**config.mk**
```make
export PLATFORM = sky130hd
export DESIGN_NAME = maskable_interrupt_control
export DESIGN_NICKNAME = d
export VERILOG_FILES = /design/src/rtl/irq_ctl_pkg.sv /design/src/rtl/maskable_interrupt_control.sv
export SDC_FILE = /design/constraint.sdc
export NUM_CORES = 1
export LEC_CHECK = 0
export ABC_AREA = 1
export BUFFER_PORTS_ARGS = -buffer_cell sky130_fd_sc_hd__buf_2
export CAP_MARGIN = 20
export CORE_MARGIN = 5
export CORE_UTILIZATION = 35
export DETAILED_ROUTE_END_ITERATION = 8
export PLACE_DENSITY = 0.62
export SYNTH_ARGS = -nofsm -noshare
export SYNTH_HDL_FRONTEND = slang
export SYNTH_SLANG_ARGS = --single-unit
export TNS_END_PERCENT = 50
```
**constraint.sdc**
```tcl
create_clock -name clock -period 36.6 [get_ports clock]
set_clock_uncertainty 0.1 [all_clocks]
set_input_delay 3.66 -clock clock [delete_from_list [all_inputs] [get_ports clock]]
set_output_delay 3.66 -clock clock [all_outputs]
set_load 0.02 [all_outputs]
```
**src/rtl/irq_ctl_pkg.sv**
```systemverilog
package irq_ctl_pkg;
  localparam int unsigned NUM_SOURCES = 29;
  localparam int unsigned CLK_HZ      = 20000000;
  // register offsets (word index on the plain port)
  localparam logic [3:0] REQ_LO_OFS   = 4'h0;
  localparam logic [3:0] REQ_HI_OFS   = 4'h1;
  localparam logic [3:0] EN_LO_OFS    = 4'h2;
  localparam logic [3:0] EN_HI_OFS    = 4'h3;
  localparam logic [3:0] PRI_LO_OFS   = 4'h4;
  localparam logic [3:0] PRI_HI_OFS   = 4'h5;
  localparam logic [3:0] PRIH_LO_OFS  = 4'h6;
  localparam logic [3:0] PRIH_HI_OFS  = 4'h7;
  localparam logic [3:0] CTRL_OFS     = 4'h8;
  localparam logic [3:0] STAT_OFS     = 4'h9;
  // control register fields
  localparam int unsigned CTRL_MIE_BIT  = 0;
  localparam int unsigned CTRL_MASTER_PRIORITY_ENABLE_BIT = 1;
  localparam int unsigned CTRL_EXP_BIT  = 2;
  localparam logic [15:0] REG_RESET   = 16'h0000;
  // hardware sequence lengths in cycles
  localparam logic [4:0] ENTRY_CYC      = 5'h0E;
  localparam logic [4:0] RETURN_CYC     = 5'h0C;
  localparam logic [4:0] ENTRY_CYC_EXP  = 5'h11;
  localparam logic [4:0] RETURN_CYC_EXP = 5'h0E;
  // save/restore step positions inside a sequence
  localparam logic [4:0] STEP_PC   = 5'h01;
  localparam logic [4:0] STEP_ACC  = 5'h02;
  localparam logic [4:0] STEP_LRB  = 5'h03;
  localparam logic [4:0] STEP_PSW  = 5'h04;
  localparam logic [4:0] STEP_CSR  = 5'h05;
  // vector table entries, lowest first
  localparam logic [15:0] VECTORS [NUM_SOURCES] = '{
    16'h000A, 16'h000C, 16'h0016, 16'h0018, 16'h001A, 16'h001C, 16'h001E, 16'h0020,
    16'h0022, 16'h0024, 16'h0026, 16'h002A, 16'h002C, 16'h002E, 16'h0030, 16'h0036,
    16'h0038, 16'h003A, 16'h003C, 16'h003E, 16'h0040, 16'h0042, 16'h0044, 16'h0048,
    16'h006A, 16'h006C, 16'h006E, 16'h0070, 16'h0072};
  // save/restore step codes on the sequencer port
  localparam logic [2:0] OP_NONE = 3'h0;
  localparam logic [2:0] OP_PC   = 3'h1;
  localparam logic [2:0] OP_ACC  = 3'h2;
  localparam logic [2:0] OP_LRB  = 3'h3;
  localparam logic [2:0] OP_PSW  = 3'h4;
  localparam logic [2:0] OP_CSR  = 3'h5;
endpackage

```
**src/rtl/maskable_interrupt_control.sv**
```systemverilog
// Function
// RQ1: each source branches through its own fixed vector entry, 29 sources.
// RQ2: entry takes 14 cycles and ends at the routine's first instruction.
// RQ3: entry saves program counter, accumulator, register base, status word, in order.
// RQ4: entry clears the accepted source's request flag.
// RQ5: entry clears the master enable in the status word.
// RQ6: with priority on, entry blocks levels equal to or below the accepted one.
// RQ7: last entry step loads the program counter from the vector entry.
// RQ8: software ends every routine with the return instruction.
// RQ9: return takes 12 cycles.
// RQ10: return unblocks levels, then restores status word, base, accumulator, counter.
// RQ11: expanded memory also saves code segment; entry 17, return 14 cycles.
// RQ12: nonmaskable and reset processing ignore the cleared master enable.
// RQ13: requests raised while blocked wait; lowest vector goes first.
// RQ14: nesting accepted only from enabled sources once master enable is set.
// RQ15: a disabled source's request stays pending until its enable is set.
// RQ16: with priority on, nest only strictly higher levels than the current routine.
// RQ17: with priority off, every enabled source may nest once master enable is set.
// RQ18: waiting requests served by descending level, then lowest vector.
// RQ19: each source has a selectable three-level priority.
// RQ20: each source owns request, enable and priority bits in separate registers.
// RQ21: master enable zero blocks all; one lets only enabled sources through.
// RQ22: priority flag zero ignores levels; one applies the three-level scheme.
// RQ23: priority bits 00 level 0, 01 level 1, high bit set level 2.
// RQ24: simultaneous equal requests choose the lower vector address.
// RQ25: a request flag stays set until entry or a software write clears it.
//
// Implementation choices: the plain strobed port and the register offsets.
`timescale 1ns/1ps
module maskable_interrupt_control #(
  parameter int unsigned N = irq_ctl_pkg::NUM_SOURCES
) (
  input  wire logic          clock,
  input  wire logic          nrst,
  input  wire logic [N-1:0]  source_event,
  input  wire logic          rti_start,
  input  wire logic          nmi_pending,
  input  wire logic [3:0]    reg_addr,
  input  wire logic [15:0]   reg_wdata,
  input  wire logic          reg_write,
  input  wire logic          reg_read,
  output logic      [15:0]   reg_rdata,
  output logic               entry_busy,
  output logic               return_busy,
  output logic      [2:0]    save_op,
  output logic      [2:0]    restore_op,
  output logic               pc_load,
  output logic      [15:0]   pc_vector,
  output logic               first_instr,
  output logic               master_irq_enable
);
  typedef enum logic [1:0] {IDLE, ENTRY, RETURN} seq_t;
  seq_t           state_reg;
  logic [N-1:0]   request_reg;
  logic [N-1:0]   source_enable_flag;
  logic [N-1:0]   priority_low_bit;
  logic [N-1:0]   priority_high_bit;
  logic           master_priority_enable;
  logic           mem_expanded;
  logic [4:0]     cnt_reg;
  logic [4:0]     win_reg;
  // nesting level stack: bit k set by entry at level k, cleared by the return of any level-k routine
  logic [3:0]     active_lv_reg;
  logic [1:0]     lv_stack_reg [8];
  logic [2:0]     sp_reg;

  ////////////////////////////////////////////////////////////////
  function automatic logic [1:0] decode_level(input logic hi, input logic lo);
    decode_level = hi ? 2'h2 : {1'b0, lo}; // [RQ23]
  endfunction

  function automatic logic [4:0] seq_len(input logic exp, input logic entry);
    if (entry) begin
      seq_len = exp ? irq_ctl_pkg::ENTRY_CYC_EXP : irq_ctl_pkg::ENTRY_CYC; // [RQ2] [RQ11]
    end else begin
      seq_len = exp ? irq_ctl_pkg::RETURN_CYC_EXP : irq_ctl_pkg::RETURN_CYC; // [RQ9] [RQ11]
    end
  endfunction

  ////////////////////////////////////////////////////////////////
  // arbitration: level first, then lowest vector index
  logic [1:0] cur_level;
  logic       routine_running;
  logic       win_valid;
  logic [4:0] win_idx;
  logic [1:0] win_lv;
  always_comb begin
    logic [1:0] lv;
    lv = 2'h0;
    cur_level = lv_stack_reg[sp_reg - 3'h1];
    routine_running = (sp_reg != 3'h0);
    win_valid = 1'b0;
    win_idx = 5'h00;
    win_lv = 2'h0;
    for (int i = N - 1; i >= 0; i--) begin
      lv = decode_level(priority_high_bit[i], priority_low_bit[i]); // [RQ19]
      if (request_reg[i] && source_enable_flag[i]) begin // [RQ15] [RQ21]
        if (!master_priority_enable || !routine_running || lv > cur_level) begin // [RQ16] [RQ17]
          if (!win_valid || !master_priority_enable || lv >= win_lv) begin // [RQ18] [RQ24]
            win_valid = 1'b1;
            win_idx = 5'(i);
            win_lv = lv;
          end
        end
      end
    end
    if (!master_priority_enable) begin
      win_lv = 2'h0; // [RQ22]
    end
  end

  // nonmaskable work always goes first and is never held off by the master enable
  logic accept;
  assign accept = (state_reg == IDLE) && master_irq_enable && win_valid && !nmi_pending
                  && !rti_start; // [RQ12] [RQ13] [RQ14]

  ////////////////////////////////////////////////////////////////
  always_ff @(posedge clock) begin
    if (!nrst) begin
      state_reg <= IDLE;
      cnt_reg <= 5'h00;
      win_reg <= 5'h00;
    end else begin
      case (state_reg)
        IDLE: begin
          cnt_reg <= 5'h00;
          if (rti_start && routine_running) begin // [RQ8]
            state_reg <= RETURN;
            cnt_reg <= 5'h01;
          end else if (accept) begin
            state_reg <= ENTRY;
            cnt_reg <= 5'h01;
            win_reg <= win_idx;
          end
        end
        ENTRY: begin
          cnt_reg <= cnt_reg + 5'h01;
          if (cnt_reg == seq_len(mem_expanded, 1'b1)) begin // [RQ2]
            state_reg <= IDLE;
          end
        end
        default: begin
          cnt_reg <= cnt_reg + 5'h01;
          if (cnt_reg == seq_len(mem_expanded, 1'b0)) begin // [RQ9]
            state_reg <= IDLE;
          end
        end
      endcase
    end
  end

  // sequencer outputs, one step code per cycle
  always_ff @(posedge clock) begin
    if (!nrst) begin
      save_op <= irq_ctl_pkg::OP_NONE;
      restore_op <= irq_ctl_pkg::OP_NONE;
      pc_load <= 1'b0;
      pc_vector <= 16'h0000;
      first_instr <= 1'b0;
      entry_busy <= 1'b0;
      return_busy <= 1'b0;
    end else begin
      save_op <= irq_ctl_pkg::OP_NONE;
      restore_op <= irq_ctl_pkg::OP_NONE;
      pc_load <= 1'b0;
      first_instr <= 1'b0;
      entry_busy <= (state_reg == ENTRY) && (cnt_reg != seq_len(mem_expanded, 1'b1));
      return_busy <= (state_reg == RETURN) && (cnt_reg != seq_len(mem_expanded, 1'b0));
      if (state_reg == ENTRY) begin
        if (cnt_reg == irq_ctl_pkg::STEP_PC) save_op <= irq_ctl_pkg::OP_PC; // [RQ3]
        if (cnt_reg == irq_ctl_pkg::STEP_ACC) save_op <= irq_ctl_pkg::OP_ACC; // [RQ3]
        if (cnt_reg == irq_ctl_pkg::STEP_LRB) save_op <= irq_ctl_pkg::OP_LRB; // [RQ3]
        if (cnt_reg == irq_ctl_pkg::STEP_PSW) save_op <= irq_ctl_pkg::OP_PSW; // [RQ3]
        if (mem_expanded && cnt_reg == irq_ctl_pkg::STEP_CSR) begin
          save_op <= irq_ctl_pkg::OP_CSR; // [RQ11]
        end
        if (cnt_reg == seq_len(mem_expanded, 1'b1) - 5'h01) begin
          pc_load <= 1'b1; // [RQ7]
          pc_vector <= irq_ctl_pkg::VECTORS[win_reg]; // [RQ1]
        end
        if (cnt_reg == seq_len(mem_expanded, 1'b1)) first_instr <= 1'b1; // [RQ2]
      end
      if (state_reg == RETURN) begin
        if (cnt_reg == irq_ctl_pkg::STEP_PC) restore_op <= irq_ctl_pkg::OP_PSW; // [RQ10]
        if (cnt_reg == irq_ctl_pkg::STEP_ACC) restore_op <= irq_ctl_pkg::OP_LRB; // [RQ10]
        if (cnt_reg == irq_ctl_pkg::STEP_LRB) restore_op <= irq_ctl_pkg::OP_ACC; // [RQ10]
        if (cnt_reg == irq_ctl_pkg::STEP_PSW) restore_op <= irq_ctl_pkg::OP_PC; // [RQ10]
        if (mem_expanded && cnt_reg == irq_ctl_pkg::STEP_CSR) begin
          restore_op <= irq_ctl_pkg::OP_CSR; // [RQ11]
        end
      end
    end
  end

  ////////////////////////////////////////////////////////////////
  // level stack: push at entry, pop first thing on return
  always_ff @(posedge clock) begin
    if (!nrst) begin
      sp_reg <= 3'h0;
      active_lv_reg <= 4'h0;
      for (int k = 0; k < 8; k++) lv_stack_reg[k] <= 2'h0;
    end else begin
      if (accept) begin
        lv_stack_reg[sp_reg] <= win_lv; // [RQ6]
        sp_reg <= sp_reg + 3'h1;
        active_lv_reg[win_lv] <= 1'b1;
      end else if (state_reg == IDLE && rti_start && routine_running) begin
        sp_reg <= sp_reg - 3'h1; // [RQ10]
        active_lv_reg[cur_level] <= 1'b0;
      end
    end
  end

  ////////////////////////////////////////////////////////////////
  // request flags: events win over any clear in the same cycle
  always_ff @(posedge clock) begin
    if (!nrst) begin
      request_reg <= '0;
    end else begin
      for (int i = 0; i < N; i++) begin
        if (source_event[i]) begin
          request_reg[i] <= 1'b1; // [RQ25]
        end else if (accept && win_idx == 5'(i)) begin
          request_reg[i] <= 1'b0; // [RQ4]
        end else if (reg_write && reg_addr == irq_ctl_pkg::REQ_LO_OFS && i < 16) begin
          request_reg[i] <= reg_wdata[i % 16]; // [RQ20] [RQ25]
        end else if (reg_write && reg_addr == irq_ctl_pkg::REQ_HI_OFS && i >= 16) begin
          request_reg[i] <= reg_wdata[i % 16]; // [RQ25]
        end
      end
    end
  end

  // master enable: cleared by entry, set by return, writable by software
  always_ff @(posedge clock) begin
    if (!nrst) begin
      master_irq_enable <= 1'b0;
    end else if (accept) begin
      master_irq_enable <= 1'b0; // [RQ5]
    end else if (state_reg == RETURN && cnt_reg == irq_ctl_pkg::STEP_PC) begin
      master_irq_enable <= 1'b1; // [RQ10]
    end else if (reg_write && reg_addr == irq_ctl_pkg::CTRL_OFS) begin
      master_irq_enable <= reg_wdata[irq_ctl_pkg::CTRL_MIE_BIT]; // [RQ14]
    end
  end

  ////////////////////////////////////////////////////////////////
  // register port
  function automatic logic [15:0] pad(input logic [N-1:0] v, input logic hi);
    logic [31:0] w;
    w = 32'(v);
    pad = hi ? w[31:16] : w[15:0];
  endfunction

  always_ff @(posedge clock) begin
    if (!nrst) begin
      source_enable_flag <= '0;
      priority_low_bit <= '0;
      priority_high_bit <= '0;
      master_priority_enable <= 1'b0;
      mem_expanded <= 1'b0;
    end else if (reg_write) begin
      for (int i = 0; i < N; i++) begin
        if (reg_addr == (i < 16 ? irq_ctl_pkg::EN_LO_OFS : irq_ctl_pkg::EN_HI_OFS)) begin
          source_enable_flag[i] <= reg_wdata[i % 16]; // [RQ20]
        end
        if (reg_addr == (i < 16 ? irq_ctl_pkg::PRI_LO_OFS : irq_ctl_pkg::PRI_HI_OFS)) begin
          priority_low_bit[i] <= reg_wdata[i % 16]; // [RQ19]
        end
        if (reg_addr == (i < 16 ? irq_ctl_pkg::PRIH_LO_OFS : irq_ctl_pkg::PRIH_HI_OFS)) begin
          priority_high_bit[i] <= reg_wdata[i % 16]; // [RQ19]
        end
      end
      if (reg_addr == irq_ctl_pkg::CTRL_OFS) begin
        master_priority_enable <= reg_wdata[irq_ctl_pkg::CTRL_MASTER_PRIORITY_ENABLE_BIT]; // [RQ22]
        mem_expanded <= reg_wdata[irq_ctl_pkg::CTRL_EXP_BIT];
      end
    end
  end

  always_ff @(posedge clock) begin
    if (!nrst) begin
      reg_rdata <= irq_ctl_pkg::REG_RESET;
    end else if (!reg_read) begin
      reg_rdata <= 16'h0000;
    end else if (reg_addr == irq_ctl_pkg::REQ_LO_OFS) begin
      reg_rdata <= pad(request_reg, 1'b0);
    end else if (reg_addr == irq_ctl_pkg::REQ_HI_OFS) begin
      reg_rdata <= pad(request_reg, 1'b1);
    end else if (reg_addr == irq_ctl_pkg::EN_LO_OFS) begin
      reg_rdata <= pad(source_enable_flag, 1'b0);
    end else if (reg_addr == irq_ctl_pkg::EN_HI_OFS) begin
      reg_rdata <= pad(source_enable_flag, 1'b1);
    end else if (reg_addr == irq_ctl_pkg::PRI_LO_OFS) begin
      reg_rdata <= pad(priority_low_bit, 1'b0);
    end else if (reg_addr == irq_ctl_pkg::PRI_HI_OFS) begin
      reg_rdata <= pad(priority_low_bit, 1'b1);
    end else if (reg_addr == irq_ctl_pkg::PRIH_LO_OFS) begin
      reg_rdata <= pad(priority_high_bit, 1'b0);
    end else if (reg_addr == irq_ctl_pkg::PRIH_HI_OFS) begin
      reg_rdata <= pad(priority_high_bit, 1'b1);
    end else if (reg_addr == irq_ctl_pkg::CTRL_OFS) begin
      reg_rdata <= {13'h0000, mem_expanded, master_priority_enable, master_irq_enable};
    end else if (reg_addr == irq_ctl_pkg::STAT_OFS) begin
      reg_rdata <= {3'h0, win_reg, 1'b0, sp_reg, active_lv_reg};
    end else begin
      reg_rdata <= 16'h0000;
    end
  end

  ////////////////////////////////////////////////////////////////
  chk_entry_len: assert property (@(posedge clock) disable iff (!nrst) // [RQ2]
    (accept && !mem_expanded) |=> (state_reg == ENTRY && cnt_reg == 5'h01) ##13
    (state_reg == ENTRY && cnt_reg == irq_ctl_pkg::ENTRY_CYC) ##1 (state_reg == IDLE))
    else $error("entry length wrong");
  chk_return_len: assert property (@(posedge clock) disable iff (!nrst) // [RQ9]
    (state_reg == IDLE && rti_start && routine_running && !mem_expanded)
    |=> (state_reg == RETURN && cnt_reg == 5'h01) ##11
    (state_reg == RETURN && cnt_reg == irq_ctl_pkg::RETURN_CYC) ##1 (state_reg == IDLE))
    else $error("return length wrong");
  chk_mie_clear: assert property (@(posedge clock) disable iff (!nrst) // [RQ5]
    accept |=> !master_irq_enable)
    else $error("master enable not cleared");
  chk_req_clear: assert property (@(posedge clock) disable iff (!nrst) // [RQ4]
    (accept && !source_event[win_idx]) |=> !request_reg[win_reg])
    else $error("request not cleared");
  chk_vector_load: assert property (@(posedge clock) disable iff (!nrst) // [RQ7]
    pc_load |-> pc_vector == irq_ctl_pkg::VECTORS[win_reg] ##1 first_instr)
    else $error("vector load wrong");
  chk_save_order: assert property (@(posedge clock) disable iff (!nrst) // [RQ3]
    accept |=> ##1 save_op == irq_ctl_pkg::OP_PC ##1 save_op == irq_ctl_pkg::OP_ACC
    ##1 save_op == irq_ctl_pkg::OP_LRB ##1 save_op == irq_ctl_pkg::OP_PSW)
    else $error("save order wrong");
  chk_mie_block: assert property (@(posedge clock) disable iff (!nrst) // [RQ21]
    !master_irq_enable |-> !accept)
    else $error("accepted while masked");
  chk_hold_flag: assert property (@(posedge clock) disable iff (!nrst) // [RQ25]
    (request_reg != '0 && !accept && !reg_write) |=> ((request_reg & $past(request_reg))
    == $past(request_reg)))
    else $error("request dropped");
  chk_nest_level: assert property (@(posedge clock) disable iff (!nrst) // [RQ16]
    (accept && master_priority_enable && routine_running) |-> win_lv > cur_level)
    else $error("nested at low level");
  cov_entry: cover property (@(posedge clock) disable iff (!nrst) accept);
  cov_nested: cover property (@(posedge clock) disable iff (!nrst) accept && routine_running);
  cov_return: cover property (@(posedge clock) disable iff (!nrst) state_reg == RETURN);
endmodule

```
==> implementation parameters <==
Parameter                              Value

Run status
  Outcome    finished clean

Routing
  Average routed wire per standard cell    17.55 microns
  Vias    13420
  Vias per Instance    5.265
  Final ANT Viol Nets    0
  Final wirelength    44730 microns
  First-pass iteration count of the detailed router    8
  Detailed-routed wire length on met3    4178 microns
  Max layer used    met5
  Met2 wirelength from detailed routing    19740 microns
  Routed metal-1 wirelength    19330 microns
  Iteration-0 DRC count of the detailed router    1214
  Residual DRC    0

CTS
  Worst skew pair latency    0.45 ns
  Buffer type at the clock tree root    clkbuf_16
  Max Buffers Root-to-Sink    2
  Maximum level of the CTS H-tree    4
  Number of CTS-inserted buffers    17
  Clock-pin slew on the worst setup and hold paths    0.07 ns
  Sinks on Clock Net    186
  TritonCTS clock tree    built
  Cts-stage hold buffer count    0

Yosys
  Number of flops mapped to enable cells by yosys    16
  Flop and latch count out of synthesis    186
  Synth warn    0
  Main synth FF type    dfxtp_1
  Post-Syn Area    13170 sq um
  Avg Cell Area, Syn    6.710 sq um
  Sequential share of the synthesized area    29.48%
  Count of distinct cell types in the synthesized netlist    60
  Synthesized instance count    1963
  Fraction of registers with async set or reset after synthesis    0%

Timing
  Final Setup Violations    0
  Number of failing hold endpoints at the final stage    0
  Setup repair after global routing missed its margin    no
  Period minus WS final    32.89 ns
  Final Max Slew Viols    0
  Final critical-path setup slack    3.706 ns
  Measured slew at the worst slew-check pin    1.144 ns
  Worst slew margin relative to its limit    23.55%
  Maximum clock rate    30.40 MHz
  Final total negative setup slack    0 ns
  Fraction of the cycle the final worst path needs    89.88%

Critical path
  RR Endpoint    request_reg[24]
  Slowest Stage Delay on Critical Path    0.47 ns
  Kind of capture point of the worst setup path    flop
  R2R Path Start    sp_reg[0]
  Most numerous cell on the critical path    nand2_1
  Depth of the most critical reg-to-reg path    240
  R2R Setup Slk    3.71 ns
  Kind of critical path    reg2reg
  Data arrival time of the critical path    33.08 ns
  Crit-path max FO    11
  Worst path top cell family by delay    simple AND/OR/NAND/NOR gates
  Critical Path RT    36.79 ns
  Slowest cell on the critical path    dfxtp_2
  CP bufs+invs    42
  Critical path launch point type    flop

Cells and area
  Leading cell types in the layout, fill and taps excluded    nand2_1, inv_1, a21oi_1
  Area Growth Syn to Fin    11.40%
  Most common cell after layout, fill and taps aside    nand2_1
  Fraction of final layout cells with drive strength greater than 1    11.98%
  Layout Utilization    39.24%
  Net total in the final layout    2181

Pwr
  Leakage power of the design    6.725 nW
  Pwr per Cell Area    52.20 nW/um^2
  IR drop worst, VDD    0.04830 mV

Worst hold path
  Number of instances on the worst hold path    2
  Worst Hold Launch    source_enable_flag[27]
  Worst min path class    reg2reg
  Hold EP    source_enable_flag[27]

Global routing
  First-pass GRT wire length    68990 microns
  Total Routing Usage GR    20.94%
  Maximum number of pins on one net before global-route repair    78
  Global-route congestion overflow total    0
  Number of antenna violations at the first check in global routing    2
  Number of global-route vias before repair    12450

Place
  Routability congestion estimate    0.9449
  Worst setup timing slack at the placement stage    2.584 ns
  Port bufs    87
  Post-DP HPWL    33990 microns

Floorplan
  Overall die width    204 microns
  Standard-cell row count    71
  Die area    41620 sq um
  Vertical die dimension    204 microns
  Area of the core region    37400 sq um
  Number of top-level design ports    98
  Starting utilization of the core area    35.22%

Job
  Number of maximum-capacitance violations    0
==> cell type report <==
| cell class | instances | area [sq um] |
|---|---|---|
| timing repair buffer | 102 | 548.0 |
| tap | 511 | 639.4 |
| multi-input combinational | 1414 | 7844 |
| clock buffer | 18 | 439.2 |
| sequential | 186 | 3885 |
| antenna | 1 | 2.502 |
| fill | 3943 | 22730 |
| inverter | 303 | 1156 |
| clock inverter | 14 | 160.2 |
==> per-stage QoR <==
| stage | instance area, sq um | cells | total power [mW] | hold WS (ns) |
|---|---|---|---|---|
| after CTS | 14600 | 2545 | 0.7686 | 0.3658 |
| after global routing | 14670 | 2548 | 0.8345 | 0.3839 |
| after floorplan | 13210 | 1972 | 0.4792 | 0.3212 |
| final | 14670 | 2549 | 0.7660 | 0.3675 |
| after global placement | 14000 | 2513 | 0.5560 | 0.3481 |
| after detailed placement | 14000 | 2513 | 0.5763 | 0.3554 |
==> cells by family (layout without fill, tap and decap cells) <==
| group | after synthesis | in the layout | share of synthesized area, % |
|---|---|---|---|
| adders and majority gates | 102 | 102 | 9.688 |
| DFF | 186 | 186 | 29.48 |
| AOI/OAI and AO/OA | 480 | 480 | 20.51 |
| muxes | 18 | 18 | 1.368 |
| buffers and inverters | 372 | 437 | 11.63 |
| other | 1 | 11 | 0.02847 |
| and+or+nand+nor | 799 | 799 | 26.97 |
| xor gates and xnor gates | 5 | 5 | 0.3325 |
==> Yosys cell counts (22+ instances only) <==
cell	count	area (sq um)
dfxtp_1	170	3403
nor2_1	139	521.8
clkbuf_1	45	168.9
nand2_2	45	281.5
nand2_1	445	1670
o21ai_0	134	670.6
nand3_1	99	495.5
o22ai_1	22	137.6
o21bai_1	31	232.7
a21oi_1	212	1061
ha_1	102	1276
inv_1	290	1089
==> tightest hold or removal path, stage by stage, from the launching register on <==
cell     delay [ns]
dfxtp_1        0.31
inv_1          0.06
a21oi_1        0.05
==> layer usage <==
metal | track usage [%] | up-vias
li1 | - | 6557
met1 | 27.84 | 6212
met2 | 33.44 | 564
met3 | 4.824 | 85
met4 | 7.514 | 2
met5 | 0 | -
==> power breakdown <==
group / total [mW] / internal, mW / switching, mW / leakage [nW]
sequential: 0.224 / 0.213 / 0.0108 / 1.55
clock: 0.193 / 0.104 / 0.0889 / 0.289
combinational: 0.349 / 0.127 / 0.222 / 4.89
==> how the worst max path moves through the flow <==
stage / from / to / slack [ns] / cells past startpoint
finish: sp_reg[0] / request_reg[24] / 3.71 / 240
detailed placement: sp_reg[0] / request_reg[24] / 2.58 / 239
global route: sp_reg[0] / request_reg[28] / 0.05 / 242
CTS: sp_reg[0] / request_reg[24] / 2.48 / 239
floorplan: sp_reg[0] / request_reg[12] / 5.78 / 241
global placement: sp_reg[0] / request_reg[24] / 3.57 / 241
==> what timing repair did <==
action,in CTS,in global routing
endpoints found under the setup margin,0,53
setup buffers,0,3
resized for setup,0,16
Note: power is estimated with default switching activity, not from simulation.
